[config.mk]
export PLATFORM = sky130hd
export DESIGN_NAME = extosc_ctrl
export DESIGN_NICKNAME = d
export VERILOG_FILES = /design/src/extosc_pkg.sv /design/src/extosc_ctrl.sv
export SDC_FILE = /design/constraint.sdc
export NUM_CORES = 1
export LEC_CHECK = 0
export BUFFER_PORTS_ARGS = -buffer_cell sky130_fd_sc_hd__buf_2
export CORE_MARGIN = 4
export CORE_UTILIZATION = 40
export CTS_CLUSTER_SIZE = 14
export DETAILED_ROUTE_END_ITERATION = 12
export PLACE_DENSITY = 0.66
export RECOVER_POWER = 25
export SETUP_SLACK_MARGIN = 0.4
export SKIP_LAST_GASP = 1
export SYNTH_ARGS = -nofsm -noshare
export SYNTH_HDL_FRONTEND = slang
export SYNTH_SLANG_ARGS = --single-unit
[constraint.sdc]
create_clock -name mclk -period 1.78 [get_ports mclk]
set_input_delay 0.445 -clock mclk [delete_from_list [all_inputs] [get_ports mclk]]
set_output_delay 0.445 -clock mclk [all_outputs]
set_load 0.005 [all_outputs]
[src/extosc_pkg.sv]
// Purpose: Constants for the external oscillator control register
// Assumes: 8-bit special-function-register space
// Notes: Settle time is a plain default, not a device figure
package extosc_pkg;
  // ----------------------------------------
  // Register map
  // ----------------------------------------
  localparam logic [7:0] EXTOSC_CTRL_ADDR = 8'hb1;
  localparam logic [7:0] EXTOSC_CTRL_RESET = 8'h00;
  localparam int VALID_BIT = 7;
  localparam int MODE_LSB = 4;
  localparam int MODE_MSB = 6;
  localparam int RSVD_BIT = 3;
  localparam int BIAS_LSB = 0;
  localparam int BIAS_MSB = 2;
  // ----------------------------------------
  // Mode codes
  // ----------------------------------------
  localparam logic [2:0] MODE_OFF0 = 3'h0;
  localparam logic [2:0] MODE_OFF1 = 3'h1;
  localparam logic [2:0] MODE_CMOS = 3'h2;
  localparam logic [2:0] MODE_CMOS_DIV2 = 3'h3;
  localparam logic [2:0] MODE_RC = 3'h4;
  localparam logic [2:0] MODE_CAP = 3'h5;
  localparam logic [2:0] MODE_XTAL = 3'h6;
  localparam logic [2:0] MODE_XTAL_DIV2 = 3'h7;
  // ----------------------------------------
  // Timing
  // ----------------------------------------
  localparam int CLK_PERIOD_PS = 5000;
  localparam int SETTLE_TIME_NS = 1000;
  localparam int SETTLE_CYCLES_CALC = (SETTLE_TIME_NS * 1000 + CLK_PERIOD_PS - 1) / CLK_PERIOD_PS;
  localparam int SETTLE_CYCLES = (SETTLE_CYCLES_CALC < 1) ? 1 : SETTLE_CYCLES_CALC;
endpackage

[src/extosc_ctrl.sv]
// Purpose: External oscillator mode, bias and valid-flag register
// Assumes: Oscillator status and clock pins are asynchronous to mclk
// Notes: Contract list follows
// Contract
// Bit 7 reads 1 only when the external oscillator runs and has settled.
// Valid flag always reads 0 in both CMOS clock modes.
// Mode bits 6:4: 00x disabled, 100 RC, 101 capacitor oscillator.
// Mode 010 passes CMOS clock through; 011 halves it first.
// Mode 110 runs crystal natively; 111 runs crystal then halves it.
// Bit 3 reserved: reads 0; software writes 0.
// Bits 2:0 select one of eight bias current levels, read/write.
// Writes to read-only bit 7 ignored; reset clears register, oscillator off.
`timescale 1ns/1ps
`default_nettype none
module extosc_ctrl
  import extosc_pkg::*;
#(
  parameter int SETTLE = SETTLE_CYCLES
)
(
  input wire logic mclk,
  input wire logic rst,
  input wire logic [7:0] sfr_addr,
  input wire logic sfr_wr,
  input wire logic sfr_rd,
  input wire logic [7:0] sfr_wdata,
  output logic [7:0] sfr_rdata,
  input wire logic osc_running_pin,
  input wire logic ext_clk_pin,
  output logic [2:0] ext_osc_mode_field,
  output logic [2:0] ext_osc_bias_select,
  output logic ext_osc_valid_flag,
  output logic osc_enable,
  output logic rc_select,
  output logic cap_select,
  output logic xtal_select,
  output logic cmos_select,
  output logic ext_clk_tick
);
  // ----------------------------------------
  // Register write and read
  // ----------------------------------------
  logic hit_wr;
  logic hit_rd;
  assign hit_wr = sfr_wr && (sfr_addr == EXTOSC_CTRL_ADDR);
  assign hit_rd = sfr_rd && (sfr_addr == EXTOSC_CTRL_ADDR);

  always_ff @(posedge mclk or posedge rst)
  begin
    if (rst)
    begin
      ext_osc_mode_field <= EXTOSC_CTRL_RESET[MODE_MSB:MODE_LSB];
      ext_osc_bias_select <= EXTOSC_CTRL_RESET[BIAS_MSB:BIAS_LSB];
    end
    else if (hit_wr)
    begin
      ext_osc_mode_field <= sfr_wdata[MODE_MSB:MODE_LSB];
      ext_osc_bias_select <= sfr_wdata[BIAS_MSB:BIAS_LSB];
    end
  end

  always_ff @(posedge mclk or posedge rst)
  begin
    if (rst)
      sfr_rdata <= 8'h00;
    else if (hit_rd)
      sfr_rdata <= {ext_osc_valid_flag, ext_osc_mode_field, 1'b0, ext_osc_bias_select};
    else
      sfr_rdata <= 8'h00;
  end

  // ----------------------------------------
  // Mode decode
  // ----------------------------------------
  logic div2_mode;
  always_comb
  begin
    osc_enable = 1'b1;
    rc_select = 1'b0;
    cap_select = 1'b0;
    xtal_select = 1'b0;
    cmos_select = 1'b0;
    div2_mode = 1'b0;
    unique case (ext_osc_mode_field)
      MODE_OFF0, MODE_OFF1: osc_enable = 1'b0;
      MODE_CMOS: cmos_select = 1'b1;
      MODE_CMOS_DIV2:
      begin
        cmos_select = 1'b1;
        div2_mode = 1'b1;
      end
      MODE_RC: rc_select = 1'b1;
      MODE_CAP: cap_select = 1'b1;
      MODE_XTAL: xtal_select = 1'b1;
      MODE_XTAL_DIV2:
      begin
        xtal_select = 1'b1;
        div2_mode = 1'b1;
      end
    endcase
  end

  // ----------------------------------------
  // Pin synchronisers
  // ----------------------------------------
  logic [2:0] run_sync;
  logic [2:0] clk_sync;
  logic run_level;
  logic clk_level;
  always_ff @(posedge mclk or posedge rst)
  begin
    if (rst)
    begin
      run_sync <= 3'h0;
      clk_sync <= 3'h0;
    end
    else
    begin
      run_sync <= {run_sync[1:0], osc_running_pin};
      clk_sync <= {clk_sync[1:0], ext_clk_pin};
    end
  end

  always_ff @(posedge mclk or posedge rst)
  begin
    if (rst)
    begin
      run_level <= 1'b0;
      clk_level <= 1'b0;
    end
    else
    begin
      if (run_sync[1] == run_sync[2])
        run_level <= run_sync[2];
      if (clk_sync[1] == clk_sync[2])
        clk_level <= clk_sync[2];
    end
  end

  // ----------------------------------------
  // Settle counter and valid flag
  // ----------------------------------------
  logic osc_self;
  logic [15:0] settle_cnt;
  assign osc_self = rc_select || cap_select || xtal_select;

  always_ff @(posedge mclk or posedge rst)
  begin
    if (rst)
      settle_cnt <= 16'h0000;
    else if (!osc_self || !run_level || hit_wr)
      settle_cnt <= 16'h0000;
    else if (settle_cnt != 16'(SETTLE))
      settle_cnt <= settle_cnt + 16'h0001;
  end

  // Valid only for modes that run the on-chip oscillator circuit
  assign ext_osc_valid_flag = osc_self && run_level && (settle_cnt == 16'(SETTLE));

  // ----------------------------------------
  // Clock edge enable, with optional halving
  // ----------------------------------------
  logic clk_prev;
  logic half_phase;
  logic clk_edge;
  assign clk_edge = clk_level && !clk_prev;

  always_ff @(posedge mclk or posedge rst)
  begin
    if (rst)
      clk_prev <= 1'b0;
    else
      clk_prev <= clk_level;
  end

  always_ff @(posedge mclk or posedge rst)
  begin
    if (rst)
      half_phase <= 1'b0;
    else if (!div2_mode)
      half_phase <= 1'b0;
    else if (clk_edge)
      half_phase <= !half_phase;
  end

  always_ff @(posedge mclk or posedge rst)
  begin
    if (rst)
      ext_clk_tick <= 1'b0;
    else
      ext_clk_tick <= osc_enable && clk_edge && (!div2_mode || half_phase);
  end

  // ----------------------------------------
  // Assertions
  // ----------------------------------------
  a_cmos_valid_low: assert property (@(posedge mclk) disable iff (rst)
    cmos_select |-> !ext_osc_valid_flag)
    else $error("valid flag set in CMOS mode");

  a_off_valid_low: assert property (@(posedge mclk) disable iff (rst)
    (ext_osc_mode_field[2:1] == 2'b00) |-> (!ext_osc_valid_flag && !osc_enable))
    else $error("disabled mode shows activity");

  a_rsvd_reads_zero: assert property (@(posedge mclk) disable iff (rst)
    sfr_rdata[RSVD_BIT] == 1'b0)
    else $error("reserved bit read as one");

  a_read_shows_state: assert property (@(posedge mclk) disable iff (rst)
    hit_rd |=> sfr_rdata == {$past(ext_osc_valid_flag), $past(ext_osc_mode_field), 1'b0,
      $past(ext_osc_bias_select)})
    else $error("read data does not match register");

  a_write_takes: assert property (@(posedge mclk) disable iff (rst)
    hit_wr |=> (ext_osc_bias_select == $past(sfr_wdata[BIAS_MSB:BIAS_LSB])) &&
      (ext_osc_mode_field == $past(sfr_wdata[MODE_MSB:MODE_LSB])))
    else $error("write not stored");

  a_valid_after_settle: assert property (@(posedge mclk) disable iff (rst)
    $rose(ext_osc_valid_flag) |-> $past(run_level) && run_level && !$past(hit_wr))
    else $error("valid rose without settling");

  a_cmos_pass_edge: assert property (@(posedge mclk) disable iff (rst)
    (ext_osc_mode_field == MODE_CMOS) && clk_edge |=> ext_clk_tick)
    else $error("CMOS edge not passed");

  a_xtal_half_rate: assert property (@(posedge mclk) disable iff (rst)
    (ext_osc_mode_field == MODE_XTAL_DIV2) && clk_edge |=> ext_clk_tick == $past(half_phase))
    else $error("crystal divide by two wrong");

  a_reset_clears: assert property (@(posedge mclk)
    rst |=> (ext_osc_mode_field == 3'h0) && (ext_osc_bias_select == 3'h0) || !$past(rst))
    else $error("reset did not clear register");

  c_valid_rises: cover property (@(posedge mclk) disable iff (rst) $rose(ext_osc_valid_flag));
  c_div2_tick: cover property (@(posedge mclk) disable iff (rst) div2_mode && ext_clk_tick);
  c_reg_read: cover property (@(posedge mclk) disable iff (rst) hit_wr ##1 hit_rd);
endmodule
`default_nettype wire

==> flow_summary.toml <==
[pwr]
peakVddDrop_v = 0.000598
p_leak_nw = 1.30
powerDensity_mw_per_mm2 = 679

[synthesis]
synth_edf_count = 0
synth_area_mm2 = 0.00173
netlist-cell-type-count = 33
async_reset_ff_share_pct = 100
ys_seq_area_share_pct = 57.8
synth-seq-cells = 40
yosys_warnings = 0
syn_nets = 168
netlist_top_cells_area = "dfrtp_1, xnor2_1, mux2_2, nor2_1, and2_1"
avgSynthCellArea_um2 = 12.0
yosys_most_used_dff = "dfrtp_1"
synth_common_cells = "dfrtp_1, nor2_1, xnor2_1"
netlist_instances = 144
synth_top_area_cell = "dfrtp_1"
synth_most_common_cell = "dfrtp_1"
synth_top_area_share_pct = 57.8

[detailed_routing]
routedWlPerCell_um = 16.4
vias = 1381
ant_nets = 0
drtIter0Drc = 56
first_pass_iters = 4
drcViolationCount = 0
vias_per_cell = 5.10
drt_wl_total_um = 4450

[sta]
fin_crit_sh_pct = 107
rsz0062_at_grt = "yes"
final_max_slew_viol_count = 0
setup_viol = 2
min_period_ns = 1.91
worstMarginPinSlew_ns = 0.980
clock_skew_ns = 0.00975
fmax_mhz = 523
finalWorstSetupSlack_ns = -0.131
slew_headroom_pct = 34.6
hold_violations = 0

[setup_path]
worst-path-buf-inv = 1
path_cells = "and4bb_2, nand4_1, nor2_2, buf_2"
cp_max_fo = 4
cp_top_family = "simple AND/OR/NAND/NOR gates"
crit_required_ns = 1.33
startpoint_type = "register"
end_kind = "output pin"
r2r_slack_ns = -0.03
arrival_ns = 1.47
critical_path_class = "reg2out"
critPathSlowestCell = "dfrtp_1"
slowest_delay_ns = 0.43

[global_routing]
grt_pass1_vias = 1416
antenna_found_initial = 0
grt_max_degree = 41
grt_usage_pct = 15.5
grt_pass1_wl_um = 6450
overflow = 0

[layout]
antenna_cells = 0
fin_util_pct = 64.3
fillers = 308
final_nets = 244
area_delta_synth_final_pct = 51.7
drive_gt1_share_pct = 54.8
stdcell_count = 271

[run_status]
status = "finished with violations"
violations = "setup timing"

[cts]
cts-root-buf = "clkbuf_8"
cts_hold_buf = 0
h-tree-depth = 2
cts_tree = "yes"
clk_latency_ns = 0.29
cts.sinks = 40
clkSlewWorstSetupHoldPaths_ns = 0.08
clock_path_buffers = 2
cts_made_buffers = 5

[place]
place_congestion = 0.867
dpl_worst_slack_ns = 0.111
port-buffer-count = 39
hpwlAfterDp_um = 2580
dp.cells = 240

[floorplanning]
core_area_mm2 = 0.00409
die_h_um = 73.8
die_area_mm2 = 0.00545
fp-row-count = 23
ios = 43
start_util_pct = 42.4
die_w_um = 73.8

[flow_run]
cap_violations = 0

[hold_path]
worstHoldPathType = "in2reg"
[logic make-up (layout without fill, tap and decap cells)]
logic type	after synthesis	after routing	share of synthesized area [%]
other	1	1	0.216
AO/OA/AOI/OAI	2	2	0.866
flip-flops	40	40	57.8
AND/OR/NAND/NOR	67	68	24.3
XOR/XNOR	15	15	7.58
buffers and inverters	8	84	2.17
adder cells (fa/ha/maj)	4	4	2.60
multiplexers	7	7	4.48
[state kept, by name, indices dropped and copies added (netlist names)]
name                 cells
clk_sync                 3
run_level                1
ext_clk_tick             1
ext_osc_mode_field       3
clk_prev                 1
run_sync                 3
clk_level                1
sfr_rdata                7
settle_cnt              16
ext_osc_bias_select      3
half_phase               1
[worst reg2reg max path, delay by kind of cell (launching register included)]
kind          cells  cell delay, ns
fa+ha+maj         1            0.12
flops             1            0.36
simple gates      3            0.44
buf+inv           5            0.58
xor+xnor          1            0.19
[timing repair]
item	4_1_cts	5_1_grt
buffers inserted	13	9
cloned	0	1
gates resized for setup	25	27
pin swaps	14	19
setup endpoints to repair	15	26
hold endpoints to repair	0	0
[stage by stage]
stage | TNS (ns) | power, W | instance area (µm²) | hold WS [ns]
3_3_place_gp | 0 | 0.00105 | 2060 | 0.335
4_1_cts | -0.124 | 0.00179 | 2410 | 0.252
3_5_place_dp | 0 | 0.00105 | 2060 | 0.340
6_report | -0.165 | 0.00178 | 2630 | 0.261
5_1_grt | -0.311 | 0.00186 | 2630 | 0.256
2_1_floorplan | 0 | 0.00101 | 1760 | 0.331
[where the power goes]
group          leakage, nW  switching, W  total (W)  internal [W]
Combinational        0.710     0.0000558   0.000120     0.0000641
Clock               0.0552      0.000299   0.000715      0.000416
Sequential           0.534     0.0000195   0.000950      0.000930
Total                 1.30      0.000374    0.00178       0.00141
[worst paths after layout]
path	from	to	cells past startpoint
worst max-delay path	settle_cnt[8]	ext_osc_valid_flag	4
worst min-delay path	ext_clk_pin	clk_sync[0]	1
worst max register to register	settle_cnt[0]	settle_cnt[14]	10
worst min register to register	clk_sync[0]	clk_sync[1]	0
max in group asynchronous	rst	ext_osc_mode_field[1]	3
min in group asynchronous	rst	settle_cnt[14]	3
[layer usage]
layer | wire [µm] | GRT usage (%)
met1 | 1750 | 19.3
met3 | 143 | 4.24
met2 | 2490 | 25.8
met4 | 65 | 5.43
met5 | 0 | 0
[final cells by class]
| class | count | area, µm² | share of cell area [%] |
|---|---|---|---|
| inverters | 6 | 22.5 | 0.857 |
| flip-flops and latches | 40 | 1000 | 38.2 |
| well taps | 50 | 62.6 | 2.38 |
| repair buffers | 70 | 498 | 18.9 |
| clock buffers | 6 | 72.6 | 2.76 |
| multi-input cells | 97 | 935 | 35.6 |
| clock inverters | 2 | 35.0 | 1.33 |
[placed cells by master, fill, tap and decap left out, drive strengths merged]
master,n
buf,69
dfrtp,40
nor2,18
xnor2,12
and2,8
nand3,8
clkbuf,7
mux2,6
inv,6
nand4,6
nand2,5
nor4,5
nor3,4
xor2,3
nor2b,2
maj3,2
nor3b,2
nor4b,2
ha,2
and4b,1
and4bb,1
mux2i,1
nand3b,1
or2b,1
a21oi,1
and3b,1
and3,1
or2,1
o211a,1
and4,1
conb,1
clkinv,1
bufinv,1
(Power assumes the default switching activity.)
